### config.mk
export PLATFORM = sky130hd
export DESIGN_NAME = swk_wake_src
export DESIGN_NICKNAME = d
export VERILOG_FILES = /design/src/hw/swk_pkg.sv /design/src/hw/swk_edge_cap.sv /design/src/hw/swk_wake_src.sv
export SDC_FILE = /design/constraint.sdc
export NUM_CORES = 1
export LEC_CHECK = 0
export ABC_CLOCK_PERIOD_IN_PS = 2200
export BUFFER_PORTS_ARGS = -buffer_cell sky130_fd_sc_hd__buf_2
export CORE_ASPECT_RATIO = 1.75
export CORE_MARGIN = 2
export CORE_UTILIZATION = 49
export DETAILED_ROUTE_END_ITERATION = 8
export PLACE_DENSITY = 0.7
export SKIP_LAST_GASP = 1
export SLEW_MARGIN = 20
export SYNTH_ARGS = -nofsm -noshare
export SYNTH_HDL_FRONTEND = slang
export SYNTH_SLANG_ARGS = --single-unit
### constraint.sdc
create_clock -name clk -period 2.2 [get_ports clk]
set_input_delay 0.22 -clock clk [delete_from_list [all_inputs] [get_ports clk]]
set_output_delay 0.22 -clock clk [all_outputs]
set_load 0.01 [all_outputs]
### src/hw/swk_pkg.sv
/*
 * constants for the suspend wake-up source logic: register offsets, field
 * positions and reset values. assumes a 32-bit register port with byte addresses.
 */
package swk_pkg;
	localparam logic [11:0] STATUS_OFS = 12'h408;
	localparam logic [11:0] MASK_OFS = 12'h40c;
	localparam logic [11:0] GPIO_FLAGS_OFS = 12'h410;
	localparam logic [11:0] FALL_MASK_OFS = 12'h414;
	localparam logic [11:0] RISE_MASK_OFS = 12'h418;
	localparam logic [11:0] POWER_CTRL_OFS = 12'h41c;
	localparam logic [11:0] IRQ_MASK_OFS = 12'h424;
	localparam int TIMER_BIT = 0;
	localparam int BUSY_BIT = 1;
	localparam int GPIO_BIT = 2;
	localparam int RESUME_BIT = 3;
	localparam logic [7:0] STATUS_RST = 8'h00;
	localparam logic [7:0] MASK_RST = 8'hff;
	localparam logic [7:0] MASK_FIXED_ONES = 8'hf2;
	localparam logic [31:0] GPIO_FLAGS_RST = 32'h0000_0000;
	localparam logic [31:0] DIR_MASK_RST = 32'hffff_ffff;
	localparam logic [3:0] IRQ_MASK_RST = 4'hf;
	// shutdown time of pll and ring oscillator, in ns
	localparam int SHUTDOWN_NS = 400;
	localparam int CLK_PERIOD_NS = 4;
	localparam int SHUTDOWN_CYC = (SHUTDOWN_NS + CLK_PERIOD_NS - 1) / CLK_PERIOD_NS;
	typedef enum logic [1:0] {
		SWK_P0 = 2'b00,
		SWK_P1 = 2'b01,
		SWK_P2 = 2'b10,
		SWK_P3 = 2'b11
	} swk_pstate_t;
endpackage : swk_pkg

### src/hw/swk_edge_cap.sv
/*
 * one gpio edge catcher: synchroniser, per-direction enable, sticky flag.
 * assumes the line is asynchronous to clk.
 */
`timescale 1ns/1ns
module swk_edge_cap (
	input wire logic clk, // register clock
	input wire logic nrst, // async reset, active low
	input wire logic pin, // raw gpio line
	input wire logic rise_mask, // 1 blocks rising edges
	input wire logic fall_mask, // 1 blocks falling edges
	input wire logic clr, // write-one clear
	output logic flag, // sticky edge flag
	output logic level // synchronised level
);
	logic meta_r;
	logic sync_r;
	logic prev_r;
	logic flag_r;
	logic set_ev;

	always_ff @(posedge clk or negedge nrst) begin
		if (!nrst) begin
			meta_r <= 1'b0;
			sync_r <= 1'b0;
			prev_r <= 1'b0;
		end else begin
			meta_r <= pin;
			sync_r <= meta_r;
			prev_r <= sync_r;
		end
	end

	assign set_ev = (sync_r & ~prev_r & ~rise_mask) | (~sync_r & prev_r & ~fall_mask); // RULE2 RULE15

	// set beats clear so an edge landing on the clear cycle re-arms the flag
	always_ff @(posedge clk or negedge nrst) begin
		if (!nrst) begin
			flag_r <= 1'b0;
		end else if (set_ev) begin
			flag_r <= 1'b1; // RULE12 RULE19
		end else if (clr) begin
			flag_r <= 1'b0; // RULE13
		end
	end

	assign flag = flag_r;
	assign level = sync_r;

	both_masked_a: assert property (@(posedge clk) disable iff (!nrst) // RULE15
		(rise_mask && fall_mask && !flag_r) |=> !flag_r)
		else $error("flag set with both directions masked");
endmodule : swk_edge_cap

### src/hw/swk_wake_src.sv
/*
 * suspend wake-up source logic: status, mask, gpio edge flags, direction
 * masks, power-state tracking, shutdown busy and one level interrupt.
 * assumes a single-cycle register port; resume and timer events are levels
 * from other domains and pass two flip-flops here.
 */
// Strobed register access was decided locally.
// Summary of operation
// RULE1: in full suspend only unmasked gpio or resume events wake the device.
// RULE2: rising and falling gpio edges both detected, each direction masked separately.
// RULE3: direction masks touch only wake generation, not normal gpio interrupts.
// RULE4: timer interrupt sets bit 0 of status.
// RULE5: global resume detected sets bit 3 of status.
// RULE6: bit 2 is read-only, set while any unmasked gpio flag is set.
// RULE7: busy bit 1 high while pll and ring oscillator shut down.
// RULE8: busy never interrupts or wakes; its mask bit reads one.
// RULE9: writing one clears a status flag, zero leaves it.
// RULE10: any unmasked set source restarts processor clock and oscillators.
// RULE11: mask resets to ones; bits 3,2,0 gate sources; bits 7:4 read one.
// RULE12: 32 gpio edge flags, reset to zero, set on level change.
// RULE13: writing one clears a gpio flag and re-arms detection.
// RULE14: any set unmasked gpio flag forces status bit 2.
// RULE15: only unmasked directions set a flag; both masked never sets.
// RULE16: status bits 7:4 read zero; status resets to zero.
// RULE17: wake in full suspend restarts clocks into pll-running gated state.
// RULE18: wake request is OR of flag and not mask; capture needs no clock. Here the flags are captured on clk.
// RULE19: inputs synchronised first; set wins over a same-cycle clear.
`timescale 1ns/1ns
module swk_wake_src #(
	parameter int GPIO_N = 32 // number of gpio lines
) (
	input wire logic clk, // 250 MHz register clock
	input wire logic nrst, // async reset, active low
	input wire logic [11:0] addr, // register byte address
	input wire logic [31:0] wdata, // write data
	input wire logic wr, // write strobe
	input wire logic rd, // read strobe
	output logic [31:0] rdata, // read data, cycle after rd
	input wire logic [GPIO_N-1:0] gpio_in, // gpio pins
	input wire logic resume_in, // global resume detected, level
	input wire logic timer_irq_in, // timer interrupt, level
	output logic [GPIO_N-1:0] gpio_level, // synchronised gpio to normal irq path
	output logic wake_req, // restart processor clock and oscillators
	output logic osc_restart, // restart ring and crystal oscillators
	output logic [1:0] power_state, // current power state
	output logic irq // level interrupt
);
	logic [7:0] status_r;
	logic [7:0] mask_r;
	logic [GPIO_N-1:0] fall_mask_r;
	logic [GPIO_N-1:0] rise_mask_r;
	logic [GPIO_N-1:0] gpio_flags;
	logic [GPIO_N-1:0] gpio_clr;
	logic [3:0] irq_mask_r;
	logic [31:0] rdata_r;
	logic [31:0] rdata_nxt;
	logic res_meta_r, res_sync_r, res_prev_r;
	logic tmr_meta_r, tmr_sync_r, tmr_prev_r;
	logic resume_ev, timer_ev, gpio_any;
	logic status_wr, shutdown_req;
	logic [15:0] busy_cnt_r;
	logic busy;
	logic any_unmasked;
	logic [7:0] status_view;
	logic [7:0] mask_view;
	swk_pkg::swk_pstate_t pstate_r;
	swk_pkg::swk_pstate_t pstate_nxt;

	// edge catchers, one per line; direction masks feed only these, never gpio_level
	genvar g;
	generate
		for (g = 0; g < GPIO_N; g++) begin : g_line
			swk_edge_cap u_cap (
				.clk(clk),
				.nrst(nrst),
				.pin(gpio_in[g]),
				.rise_mask(rise_mask_r[g]),
				.fall_mask(fall_mask_r[g]),
				.clr(gpio_clr[g]),
				.flag(gpio_flags[g]),
				.level(gpio_level[g]) // RULE3
			);
		end
	endgenerate

	assign gpio_clr = (wr && addr == swk_pkg::GPIO_FLAGS_OFS) ? wdata[GPIO_N-1:0] : '0; // RULE13

	// flags latch in the clocked domain; a fully clockless catch needs a pad cell
	always_ff @(posedge clk or negedge nrst) begin
		if (!nrst) begin
			res_meta_r <= 1'b0;
			res_sync_r <= 1'b0;
			res_prev_r <= 1'b0;
			tmr_meta_r <= 1'b0;
			tmr_sync_r <= 1'b0;
			tmr_prev_r <= 1'b0;
		end else begin
			res_meta_r <= resume_in; // RULE19
			res_sync_r <= res_meta_r;
			res_prev_r <= res_sync_r;
			tmr_meta_r <= timer_irq_in;
			tmr_sync_r <= tmr_meta_r;
			tmr_prev_r <= tmr_sync_r;
		end
	end

	assign resume_ev = res_sync_r & ~res_prev_r;
	assign timer_ev = tmr_sync_r & ~tmr_prev_r;
	assign gpio_any = |gpio_flags; // RULE14
	assign status_wr = wr && addr == swk_pkg::STATUS_OFS;

	// bit 2 is not stored: it follows the gpio flags directly
	always_ff @(posedge clk or negedge nrst) begin
		if (!nrst) begin
			status_r <= swk_pkg::STATUS_RST; // RULE16
		end else begin
			if (timer_ev) begin
				status_r[swk_pkg::TIMER_BIT] <= 1'b1; // RULE4 RULE19
			end else if (status_wr && wdata[swk_pkg::TIMER_BIT]) begin
				status_r[swk_pkg::TIMER_BIT] <= 1'b0; // RULE9
			end
			if (resume_ev) begin
				status_r[swk_pkg::RESUME_BIT] <= 1'b1; // RULE5 RULE19
			end else if (status_wr && wdata[swk_pkg::RESUME_BIT]) begin
				status_r[swk_pkg::RESUME_BIT] <= 1'b0; // RULE9
			end
		end
	end

	assign status_view = {4'h0, status_r[swk_pkg::RESUME_BIT], gpio_any, busy,
		status_r[swk_pkg::TIMER_BIT]}; // RULE6 RULE16

	always_ff @(posedge clk or negedge nrst) begin
		if (!nrst) begin
			mask_r <= swk_pkg::MASK_RST; // RULE11
		end else if (wr && addr == swk_pkg::MASK_OFS) begin
			mask_r <= wdata[7:0] | swk_pkg::MASK_FIXED_ONES; // RULE8 RULE11
		end
	end

	assign mask_view = mask_r | swk_pkg::MASK_FIXED_ONES;

	always_ff @(posedge clk or negedge nrst) begin
		if (!nrst) begin
			fall_mask_r <= swk_pkg::DIR_MASK_RST[GPIO_N-1:0];
			rise_mask_r <= swk_pkg::DIR_MASK_RST[GPIO_N-1:0];
		end else begin
			if (wr && addr == swk_pkg::FALL_MASK_OFS) begin
				fall_mask_r <= wdata[GPIO_N-1:0]; // RULE2
			end
			if (wr && addr == swk_pkg::RISE_MASK_OFS) begin
				rise_mask_r <= wdata[GPIO_N-1:0]; // RULE2
			end
		end
	end

	always_ff @(posedge clk or negedge nrst) begin
		if (!nrst) begin
			irq_mask_r <= swk_pkg::IRQ_MASK_RST;
		end else if (wr && addr == swk_pkg::IRQ_MASK_OFS) begin
			irq_mask_r <= wdata[3:0];
		end
	end

	// busy is left out of the wake OR on purpose
	assign any_unmasked = (status_r[swk_pkg::TIMER_BIT] & ~mask_r[swk_pkg::TIMER_BIT])
		| (gpio_any & ~mask_r[swk_pkg::GPIO_BIT])
		| (status_r[swk_pkg::RESUME_BIT] & ~mask_r[swk_pkg::RESUME_BIT]); // RULE8 RULE18

	// in full suspend the timer is not clocked, so only gpio and resume count
	always_comb begin
		if (pstate_r == swk_pkg::SWK_P3) begin
			wake_req = (gpio_any & ~mask_r[swk_pkg::GPIO_BIT])
				| (status_r[swk_pkg::RESUME_BIT] & ~mask_r[swk_pkg::RESUME_BIT]); // RULE1
		end else begin
			wake_req = any_unmasked; // RULE10
		end
	end

	assign osc_restart = wake_req && (pstate_r == swk_pkg::SWK_P3 || pstate_r == swk_pkg::SWK_P2); // RULE10

	assign shutdown_req = wr && addr == swk_pkg::POWER_CTRL_OFS && wdata[1];

	// firmware requests a power state; wake events pull p2/p3 back to p1
	always_comb begin
		pstate_nxt = pstate_r;
		case (pstate_r)
			swk_pkg::SWK_P0, swk_pkg::SWK_P1: begin
				if (wr && addr == swk_pkg::POWER_CTRL_OFS) begin
					pstate_nxt = swk_pkg::swk_pstate_t'(wdata[1:0]);
				end
			end
			swk_pkg::SWK_P2, swk_pkg::SWK_P3: begin
				if (wake_req) begin
					pstate_nxt = swk_pkg::SWK_P1; // RULE17
				end
			end
			default: pstate_nxt = swk_pkg::SWK_P0;
		endcase
	end

	always_ff @(posedge clk or negedge nrst) begin
		if (!nrst) begin
			pstate_r <= swk_pkg::SWK_P0;
		end else begin
			pstate_r <= pstate_nxt;
		end
	end

	assign power_state = pstate_r;

	// busy covers the pll and ring oscillator shutdown window
	always_ff @(posedge clk or negedge nrst) begin
		if (!nrst) begin
			busy_cnt_r <= 16'h0000;
		end else if (shutdown_req && pstate_r != swk_pkg::SWK_P2 && pstate_r != swk_pkg::SWK_P3) begin
			busy_cnt_r <= 16'(swk_pkg::SHUTDOWN_CYC); // RULE7
		end else if (busy_cnt_r != 16'h0000) begin
			busy_cnt_r <= busy_cnt_r - 16'h0001;
		end
	end

	assign busy = busy_cnt_r != 16'h0000; // RULE7

	assign irq = |({status_r[swk_pkg::RESUME_BIT], gpio_any, status_r[swk_pkg::TIMER_BIT]}
		& ~{mask_r[swk_pkg::RESUME_BIT], mask_r[swk_pkg::GPIO_BIT], mask_r[swk_pkg::TIMER_BIT]}
		& ~{irq_mask_r[3], irq_mask_r[2], irq_mask_r[0]}); // RULE8

	always_comb begin
		case (addr)
			swk_pkg::STATUS_OFS: rdata_nxt = {24'h0, status_view};
			swk_pkg::MASK_OFS: rdata_nxt = {24'h0, mask_view};
			swk_pkg::GPIO_FLAGS_OFS: rdata_nxt = 32'(gpio_flags);
			swk_pkg::FALL_MASK_OFS: rdata_nxt = 32'(fall_mask_r);
			swk_pkg::RISE_MASK_OFS: rdata_nxt = 32'(rise_mask_r);
			swk_pkg::POWER_CTRL_OFS: rdata_nxt = {30'h0, pstate_r};
			swk_pkg::IRQ_MASK_OFS: rdata_nxt = {28'h0, irq_mask_r};
			default: rdata_nxt = 32'h0000_0000;
		endcase
	end

	always_ff @(posedge clk or negedge nrst) begin
		if (!nrst) begin
			rdata_r <= 32'h0000_0000;
		end else if (rd) begin
			rdata_r <= rdata_nxt;
		end else begin
			rdata_r <= 32'h0000_0000;
		end
	end

	assign rdata = rdata_r;

	// per-source set and write-one clear
	resume_set_a: assert property (@(posedge clk) disable iff (!nrst) // RULE5
		resume_ev |=> status_r[swk_pkg::RESUME_BIT])
		else $error("resume event did not set status");
	timer_set_a: assert property (@(posedge clk) disable iff (!nrst) // RULE4
		timer_ev |=> status_r[swk_pkg::TIMER_BIT])
		else $error("timer event did not set status");
	w1c_clear_a: assert property (@(posedge clk) disable iff (!nrst) // RULE9
		(status_wr && wdata[swk_pkg::RESUME_BIT] && !resume_ev)
		|=> !status_r[swk_pkg::RESUME_BIT])
		else $error("write one did not clear resume");
	timer_clear_a: assert property (@(posedge clk) disable iff (!nrst) // RULE9
		(status_wr && wdata[swk_pkg::TIMER_BIT] && !timer_ev)
		|=> !status_r[swk_pkg::TIMER_BIT])
		else $error("write one did not clear timer");
	zero_keeps_a: assert property (@(posedge clk) disable iff (!nrst) // RULE9
		(status_wr && !wdata[swk_pkg::TIMER_BIT] && status_r[swk_pkg::TIMER_BIT])
		|=> status_r[swk_pkg::TIMER_BIT])
		else $error("write zero changed timer flag");
	resume_keep_a: assert property (@(posedge clk) disable iff (!nrst) // RULE9
		(status_r[swk_pkg::RESUME_BIT] && !(status_wr && wdata[swk_pkg::RESUME_BIT]))
		|=> status_r[swk_pkg::RESUME_BIT])
		else $error("resume flag dropped without a clear");
	set_wins_a: assert property (@(posedge clk) disable iff (!nrst) // RULE19
		(resume_ev && status_wr && wdata[swk_pkg::RESUME_BIT])
		|=> status_r[swk_pkg::RESUME_BIT])
		else $error("clear beat a same-cycle resume event");

	// register views and writes
	mask_fixed_a: assert property (@(posedge clk) disable iff (!nrst) // RULE11
		mask_view[7:4] == 4'hf && mask_view[swk_pkg::BUSY_BIT])
		else $error("fixed mask bits not one");
	mask_write_a: assert property (@(posedge clk) disable iff (!nrst) // RULE11
		(wr && addr == swk_pkg::MASK_OFS)
		|=> mask_view == ($past(wdata[7:0]) | swk_pkg::MASK_FIXED_ONES))
		else $error("mask write not taken");
	rise_write_a: assert property (@(posedge clk) disable iff (!nrst) // RULE2
		(wr && addr == swk_pkg::RISE_MASK_OFS) |=> rise_mask_r == $past(wdata[GPIO_N-1:0]))
		else $error("rising mask write not taken");
	fall_write_a: assert property (@(posedge clk) disable iff (!nrst) // RULE2
		(wr && addr == swk_pkg::FALL_MASK_OFS) |=> fall_mask_r == $past(wdata[GPIO_N-1:0]))
		else $error("falling mask write not taken");
	gpio_summary_a: assert property (@(posedge clk) disable iff (!nrst) // RULE6
		status_view[swk_pkg::GPIO_BIT] == gpio_any)
		else $error("gpio summary does not follow flags");
	resv_zero_a: assert property (@(posedge clk) disable iff (!nrst) // RULE16
		status_view[7:4] == 4'h0)
		else $error("reserved status bits nonzero");
	rdata_idle_a: assert property (@(posedge clk) disable iff (!nrst)
		!rd |=> rdata_r == 32'h0000_0000)
		else $error("read data outside its cycle");

	// wake request, oscillators and power state
	p3_timer_quiet_a: assert property (@(posedge clk) disable iff (!nrst) // RULE1
		(pstate_r == swk_pkg::SWK_P3 && !gpio_any && !status_r[swk_pkg::RESUME_BIT])
		|-> !wake_req)
		else $error("wake in suspend without gpio or resume");
	timer_wake_a: assert property (@(posedge clk) disable iff (!nrst) // RULE10
		(pstate_r != swk_pkg::SWK_P3 && status_r[swk_pkg::TIMER_BIT]
		&& !mask_r[swk_pkg::TIMER_BIT]) |-> wake_req)
		else $error("unmasked timer flag gave no wake");
	gpio_wake_a: assert property (@(posedge clk) disable iff (!nrst) // RULE14
		(gpio_any && !mask_r[swk_pkg::GPIO_BIT]) |-> wake_req)
		else $error("unmasked gpio flag gave no wake");
	resume_wake_a: assert property (@(posedge clk) disable iff (!nrst) // RULE10
		(status_r[swk_pkg::RESUME_BIT] && !mask_r[swk_pkg::RESUME_BIT]) |-> wake_req)
		else $error("unmasked resume flag gave no wake");
	mask_block_a: assert property (@(posedge clk) disable iff (!nrst) // RULE11
		(mask_r[swk_pkg::TIMER_BIT] && mask_r[swk_pkg::GPIO_BIT]
		&& mask_r[swk_pkg::RESUME_BIT]) |-> !wake_req && !irq)
		else $error("masked sources still wake or interrupt");
	irq_source_a: assert property (@(posedge clk) disable iff (!nrst) // RULE18
		irq |-> any_unmasked)
		else $error("irq with no unmasked source");
	busy_no_wake_a: assert property (@(posedge clk) disable iff (!nrst) // RULE8
		(busy && !any_unmasked) |-> !wake_req && !irq)
		else $error("busy raised wake or irq");
	osc_follow_a: assert property (@(posedge clk) disable iff (!nrst) // RULE10
		(wake_req && pstate_r == swk_pkg::SWK_P3) |-> osc_restart)
		else $error("wake in suspend did not restart oscillators");
	osc_quiet_a: assert property (@(posedge clk) disable iff (!nrst) // RULE10
		(pstate_r == swk_pkg::SWK_P0 || pstate_r == swk_pkg::SWK_P1) |-> !osc_restart)
		else $error("oscillator restart while running");
	suspend_wake_a: assert property (@(posedge clk) disable iff (!nrst) // RULE17
		(pstate_r == swk_pkg::SWK_P3 && wake_req) |=> pstate_r == swk_pkg::SWK_P1)
		else $error("wake in suspend did not go to p1");
	p2_wake_a: assert property (@(posedge clk) disable iff (!nrst) // RULE17
		(pstate_r == swk_pkg::SWK_P2 && wake_req) |=> pstate_r == swk_pkg::SWK_P1)
		else $error("wake in p2 did not go to p1");
	run_state_keep_a: assert property (@(posedge clk) disable iff (!nrst)
		(pstate_r == swk_pkg::SWK_P1 && !(wr && addr == swk_pkg::POWER_CTRL_OFS))
		|=> pstate_r == swk_pkg::SWK_P1)
		else $error("p1 left without a firmware request");

	// shutdown busy window
	busy_hold_a: assert property (@(posedge clk) disable iff (!nrst) // RULE7
		(shutdown_req && pstate_r == swk_pkg::SWK_P0) |=> busy [*8])
		else $error("busy dropped early");
	busy_count_a: assert property (@(posedge clk) disable iff (!nrst) // RULE7
		(busy && !shutdown_req) |=> busy_cnt_r == $past(busy_cnt_r) - 16'h0001)
		else $error("busy counter did not step down");
	busy_idle_a: assert property (@(posedge clk) disable iff (!nrst) // RULE7
		(!busy && !shutdown_req) |=> !busy)
		else $error("busy rose without a shutdown request");
endmodule : swk_wake_src
==> results of run 1 <==
path summary, 6_finish.rpt:
check	end	slack (ns)
setup / recovery	irq	-0.11
hold / removal	rise_mask_r[27]	0.02
setup reg to reg	rdata[1]	0.06
hold reg to reg	g_line[0].u_cap.level	0.34
max in group asynchronous	fall_mask_r[23]	1.14
min in group asynchronous	busy_cnt_r[9]	0.28
cell usage after synthesis, types with 10 or more instances:
master	instances
mux2_2	72
dfrtp_1	186
buf_1	10
a221o_1	32
o21ai_0	12
nand2_1	40
mux2i_1	34
buf_4	32
nor3b_1	30
nor4_1	14
nor2_1	97
a21oi_1	42
clkbuf_1	15
dfstp_2	71
state kept, by name (all words and copies together) (netlist names), 2 cells and up:
register	cells
power_state	2
status_r	2
fall_mask_r	32
g_line.u_cap.prev_r	32
rise_mask_r	32
g_line.u_cap.level	32
busy_cnt_r	16
irq_mask_r	4
mask_r	3
rdata	32
g_line.u_cap.flag	32
g_line.u_cap.meta_r	32
cell families (layout without fill, tap and decap cells):
| family | count (synthesis) | count (layout) | synth area share (%) |
|---|---|---|---|
| flip-flops | 257 | 257 | 63.4 |
| AND/OR/NAND/NOR | 244 | 244 | 12.4 |
| AO/OA/AOI/OAI | 122 | 122 | 8.55 |
| multiplexers | 108 | 108 | 11.5 |
| buffers and inverters | 73 | 304 | 3.98 |
| adder cells (fa/ha/maj) | 1 | 1 | 0.122 |
critical path: cells and delay by family (launching register included):
kind | cells | cell delay, ns
AOI/OAI and AO/OA | 2 | 0.27
and+or+nand+nor | 2 | 0.58
DFF | 1 | 0.43
buffers and inverters | 2 | 0.30
layer usage:
metal	up-vias	GRT usage, %
li1	3292	-
met1	3610	26.0
met2	165	41.3
met3	47	2.59
met4	0	7.54
met5	-	0
repair_timing:
item	4_1_cts	5_1_grt
hold buffers	59	0
hold endpoints to repair	114	0
gates resized for setup	6	7
setup buffers	4	0
pin swaps	3	2
endpoints found under the setup margin	3	10
metrics by stage:
stage / utilization, % / instances
floorplan: - / 805
global placement: 55.0 / 1185
detailed placement: 55.0 / 1185
CTS: 61.6 / 1288
global route: 61.7 / 1288
finish: 61.7 / 1288
layout make-up:
cell class / count / share of cell area (%)
clock buffer: 32 / 4.91
clock inverter: 9 / 0.781
inverter: 9 / 0.264
multi-input combinational: 475 / 26.8
sequential: 257 / 50.9
tap: 252 / 2.46
timing repair buffer: 254 / 13.9
cell usage in the layout, fill, tap and decap left out, types with 4 or more instances in the layout:
cell type	n
a221o_1	32
inv_1	9
buf_2	149
nor4_1	10
nand3b_1	4
nor3_1	8
or4_1	9
nand2_1	39
mux2_2	72
nand4_1	5
clkinv_2	5
a21boi_0	4
dfstp_2	71
dlygate4sd3_1	59
nand2b_1	5
mux2i_1	34
nor2b_1	5
clkbuf_1	7
dfrtp_1	185
nor2_1	97
o21ai_0	10
o31ai_1	5
buf_12	7
nor3b_1	30
a21oi_1	42
buf_4	38
clkbuf_16	23
nand3_1	4
power by group through the flow:
stage / registers [W] / clock network [W] / logic, W
after floorplan: 0.00507 / 0 / 0.000312
after global placement: 0.00508 / 0 / 0.000614
after detailed placement: 0.00509 / 0 / 0.000631
after CTS: 0.00501 / 0.00403 / 0.000716
after global routing: 0.00503 / 0.00424 / 0.000792
final: 0.00501 / 0.00393 / 0.000710
==> impl_metrics.csv, run 1 <==
group,metric,value,unit
clock_network,htree_num_levels,1,
placed_design,place.gp.congestion,0.833,
power_and_ir_drop,switching_power,0.00218,W
routing,top_layer_used,"met4",
setup_path,rr_startpoint,"busy_cnt_r[11]",
clock_network,cts_root_buf,"clkbuf_16",
sta,worst_slack,-0.108,ns
placed_design,hpwl,16200,µm
clock_network,insertion_delay,0.50,ns
setup_path,critical_path_class,"flip-flop to output port",
final_layout,layout.nets,1103,
synth,yosys_most_used_dff,"dfrtp_1",
routing,vias,7114,
floorplanning,die_h,196,µm
power_and_ir_drop,p_leak,5.64,nW
synth,synth_edf_count,0,
final_layout,register_area,6520,µm²
setup_path,worst_ep_required_time,1.98,ns
power_and_ir_drop,power.total,0.00965,W
setup_path,slowest_stage,"dfrtp_2",
synth,netlist.area_leader.share,45.3,%
setup_path,path_cells,"nor4_4 -> nand4_1 -> o21bai_1 -> buf_4 -> o221ai_2 -> buf_2",
power_and_ir_drop,combPwrFrac,7.4,%
synth,syn_nets,888,
synth,yosysSeqAreaShare,63.4,%
clock_network,tritoncts,"done",
clock_network,cts-buffers-inserted,23,
routing,wl_met1,9340,µm
setup_path,critPathLaunch,"g_line[14].u_cap.flag",
setup_path,crit_arrival,2.09,ns
power_and_ir_drop,powerDensity,753,nW/µm²
sta,final-setup-viol-count,3,
synth,synth_cell_types,61,
final_layout,fillers,1652,
setup_path,startpoint_type,"flip-flop",
synth,ys_warn_count,0,
sta,whs,0.0211,ns
power_and_ir_drop,internal_power,0.00747,W
worst_hold_path,min_path_type,"input port to flip-flop",
routing,wl_met3,799,µm
setup_path,worst-path-max-fanout,4,
sta,fin_crit_sh,105,%
routing,drt-vias-per-instance,5.52,
sta,worst_pin_slew,0.674,ns
grt,grt_pass1_vias,7701,
power_and_ir_drop,clockPowerShare,40.7,%
floorplanning,die_w,114,µm
sta,hold_viol_final,0,
routing,wl_per_cell,18.8,µm
routing,firstDrtPassIters,4,
placed_design,portBuffers,150,
clock_network,clkSlewWorstSetupHoldPaths,0.07,ns
synth,synth_seq_cells,257,
clock_network,clockBufferDepth,3,
final_layout,multiInputGateArea,3430,µm²
worst_hold_path,worstHoldStart,"wdata[27]",
grt,grt_max_degree,76,
routing,ant_nets,0,
floorplanning,die_area,22200,µm²
power_and_ir_drop,ir_drop,750,µV
power_and_ir_drop,p_seq_share,51.9,%
routing,drt-total-wl,24200,µm
routing,route.detailed.drc,0,
run_status,status,"finished with violations",
placed_design,postPlaceCellArea,11400,µm²
synth,ys_async_sr_fraction,100,%
placed_design,place_ws,0.0372,ns
final_layout,final_cell_area,12800,µm²
grt,grt_pass1_wl,39200,µm
sta,fmax,433,MHz
final_layout,drive_gt1_share,37.9,%
sta,rsz0062_at_grt,"yes",
synth,synth.largest_area_cell,"dfrtp_1",
job,drv_cap,0,
clock_network,cts_sinks,257,
worst_hold_path,hold_depth,2,
floorplanning,io_pins,151,
routing,met2WireLength,13300,µm
setup_path,rr_worst_depth,4,
synth,synthCells,805,
sta,fin_setup_tns,-0.245,ns
grt,track_usage,22.1,%
setup_path,end_kind,"output port",
final_layout,syn_to_final_growth,24.6,%
grt,antenna_found_initial,0,
sta,slew-limit-headroom,53.9,%
sta,finClkSkew,0.0103,ns
synth,synth_area,10300,µm²
routing,drt_iter0_drc,372,
power_and_ir_drop,swShare,22.6,%
floorplanning,coreArea,20800,µm²
sta,drv_slew,0,
setup_path,cpPeakStageDelay,0.43,ns
floorplanning,rows,70,
synth,synthTopCellsByArea,"dfrtp_1, dfstp_2, mux2_2, nor2_1, mux2i_1",
floorplanning,start_util,49.5,%
run_status,violations,"negative setup slack",
final_layout,n_antenna_cell,0,
sta,fin_crit,2.31,ns
synth,avgSynthCellArea,12.8,µm²
grt,grt_overflow,0,
Power figures use the tool's default switching activity.
==> run 2, diff against run 1 <==
- SETUP_SLACK_MARGIN: unset -> 0.3
==> run 2 against run 1 <==
The run still ends with negative setup slack left. Routed wire length grew 4.1%. Combinational power grew 7.5%. Fmax shrank 0.27%. Cell area grew 4.2%. Die area is the same. Setup slack lost 0.0062 ns. Clock power grew 14%. Sequential power is essentially flat. Via count grew 2.3%. Clock skew is essentially flat. Final cell count grew 1.5%. Critical path depth is the same.
==> impl_metrics.csv, run 2 (same netlist as run 1, synthesis figures left out) <==
group,metric,value,unit
grt,grt_pass1_vias,7899,
sta,worst_slack,-0.114,ns
setup_path,startpoint_type,"flip-flop",
run_status,violations,"negative setup slack",
routing,drt-total-wl,25200,µm
setup_path,critPathLaunch,"g_line[5].u_cap.flag",
setup_path,crit_arrival,2.09,ns
setup_path,end_kind,"output port",
sta,finClkSkew,0.0100,ns
routing,route.detailed.drc,0,
floorplanning,coreArea,20800,µm²
setup_path,rr_startpoint,"busy_cnt_r[8]",
floorplanning,die_area,22200,µm²
placed_design,place.gp.congestion,0.889,
setup_path,path_cells,"nor4_1 -> nand4_1 -> o21bai_1 -> buf_4 -> a21boi_2 -> buf_2",
grt,grt_pass1_wl,40200,µm
sta,worst_pin_slew,0.556,ns
sta,rsz0062_at_grt,"yes",
placed_design,hpwl,16300,µm
setup_path,critical_path_class,"flip-flop to output port",
setup_path,crit_cells,6,
final_layout,final_common_cell,"dfrtp_1",
routing,drt-vias-per-instance,5.57,
routing,wl_per_cell,19.3,µm
grt,grt_max_degree,72,
final_layout,register_area,6520,µm²
job,drv_cap,0,
clock_network,clockBufferDepth,3,
grt,grt_overflow,0,
placed_design,postPlaceCellArea,11500,µm²
sta,final-setup-viol-count,3,
routing,vias,7278,
clock_network,insertion_delay,0.51,ns
final_layout,fillers,1549,
routing,firstDrtPassIters,4,
clock_network,htree_num_levels,1,
floorplanning,io_pins,151,
routing,drt_iter0_drc,359,
placed_design,portBuffers,150,
sta,hold_viol_final,0,
floorplanning,die_h,196,µm
sta,fin_crit,2.31,ns
clock_network,cts_root_buf,"clkbuf_16",
sta,drv_slew,0,
power_and_ir_drop,ir_drop,615,µV
sta,fmax,432,MHz
floorplanning,start_util,49.5,%
final_layout,drive_gt1_share,42.5,%
final_layout,layout_common_cells,"dfrtp_1, buf_2, nor2_1",
setup_path,rr_worst_depth,5,
setup_path,r2r_end,"busy_cnt_r[13]",
power_and_ir_drop,p_leak,5.87,nW
power_and_ir_drop,powerDensity,769,nW/µm²
setup_path,worst-path-max-fanout,3,
final_layout,final_cell_area,13400,µm²
setup_path,worst_ep_required_time,1.98,ns
setup_path,regToRegSetupSlack,0.16,ns
clock_network,clkSlewWorstSetupHoldPaths,0.07,ns
sta,slew-limit-headroom,62.9,%
setup_path,path_buf_inv,2,
final_layout,layout.nets,1120,
final_layout,n_antenna_cell,0,
floorplanning,rows,70,
grt,track_usage,22.9,%
routing,ant_nets,0,
sta,fin_crit_sh,105,%
clock_network,cts_sinks,257,
run_status,status,"finished with violations",
clock_network,tritoncts,"done",
setup_path,crit_family,"simple AND/OR/NAND/NOR gates",
setup_path,setup.worst_path.end,"osc_restart",
setup_path,cpPeakStageDelay,0.43,ns
final_layout,multiInputGateArea,3640,µm²
floorplanning,die_w,114,µm
final_layout,syn_to_final_growth,29.8,%
final_layout,utilization,64.3,%
clock_network,cts-buffers-inserted,24,
grt,antenna_found_initial,0,
worst_hold_path,min_path_type,"input port to flip-flop",
sta,whs,0.0277,ns
setup_path,slowest_stage,"dfrtp_1",
==> run 2: changes by cell type in the layout (fill, tap and decap cells not counted), sizes merged <==
cell         delta
bufinv          +2
buf            +12
clkinvlp        -1
clkinv          +2
dlygate4sd3     +4
==> run 2: layer usage <==
metal / share of wire (%) / track usage (%) / up-vias / routed length [µm]
li1: - / - / 3321 / -
met4: 3.0 / 7.77 / 0 / 762
met2: 56 / 43.4 / 177 / 14100
met1: 37 / 26.2 / 3727 / 9320
met3: 3.8 / 2.90 / 53 / 955
met5: 0 / 0 / - / 0
==> run 2: how the worst min path moves through the flow <==
stage,start,slack [ns],to,cells after the start
after floorplan,nrst,-0.08,busy_cnt_r[0],0
after global placement,nrst,0.23,g_line[4].u_cap.level,1
after detailed placement,nrst,0.23,g_line[4].u_cap.level,1
after CTS,wdata[2],0.005,irq_mask_r[2],2
after global routing,wdata[2],0.01,irq_mask_r[2],2
final,wdata[2],0.03,irq_mask_r[2],2
==> run 2: worst register-to-register path: stages, from the launching register on <==
cell	delay [ns]
dfrtp_1	0.39
or4_4	0.56
or2_4	0.30
nor4_4	0.30
buf_4	0.17
mux2i_4	0.22
==> run 2: layout make-up <==
| cell class | count | area share, % |
|---|---|---|
| inverter | 9 | 0.253 |
| timing repair buffer | 270 | 14.7 |
| clock buffer | 32 | 5.26 |
| tap | 252 | 2.36 |
| sequential | 257 | 48.8 |
| clock inverter | 12 | 1.27 |
| multi-input combinational | 475 | 27.3 |
==> run 2: what timing repair did <==
action	CTS	global route
endpoints found under the hold margin	136	0
cloned	0	0
buffers inserted	13	4
resized for setup	30	27
setup endpoints to repair	18	17
hold buffers	63	0
pin swaps	17	9
==> run 2: stage by stage <==
| stage | power, W | setup WS (ns) | setup TNS, ns | instances |
|---|---|---|---|---|
| after global placement | 0.00570 | 0.0870 | 0 | 1183 |
| after CTS | 0.0104 | -0.130 | -0.361 | 1303 |
| after floorplan | 0.00539 | 0.126 | 0 | 805 |
| after global routing | 0.0107 | -0.190 | -0.509 | 1307 |
| after detailed placement | 0.00573 | 0.0579 | 0 | 1183 |
| final | 0.0103 | -0.114 | -0.294 | 1307 |
==> run 2: power breakdown <==
group | leakage [nW] | switching [W] | internal (W)
clock network | 0.431 | 0.00176 | 0.00272
logic | 2.57 | 0.000398 | 0.000365
registers | 2.87 | 0.000134 | 0.00489
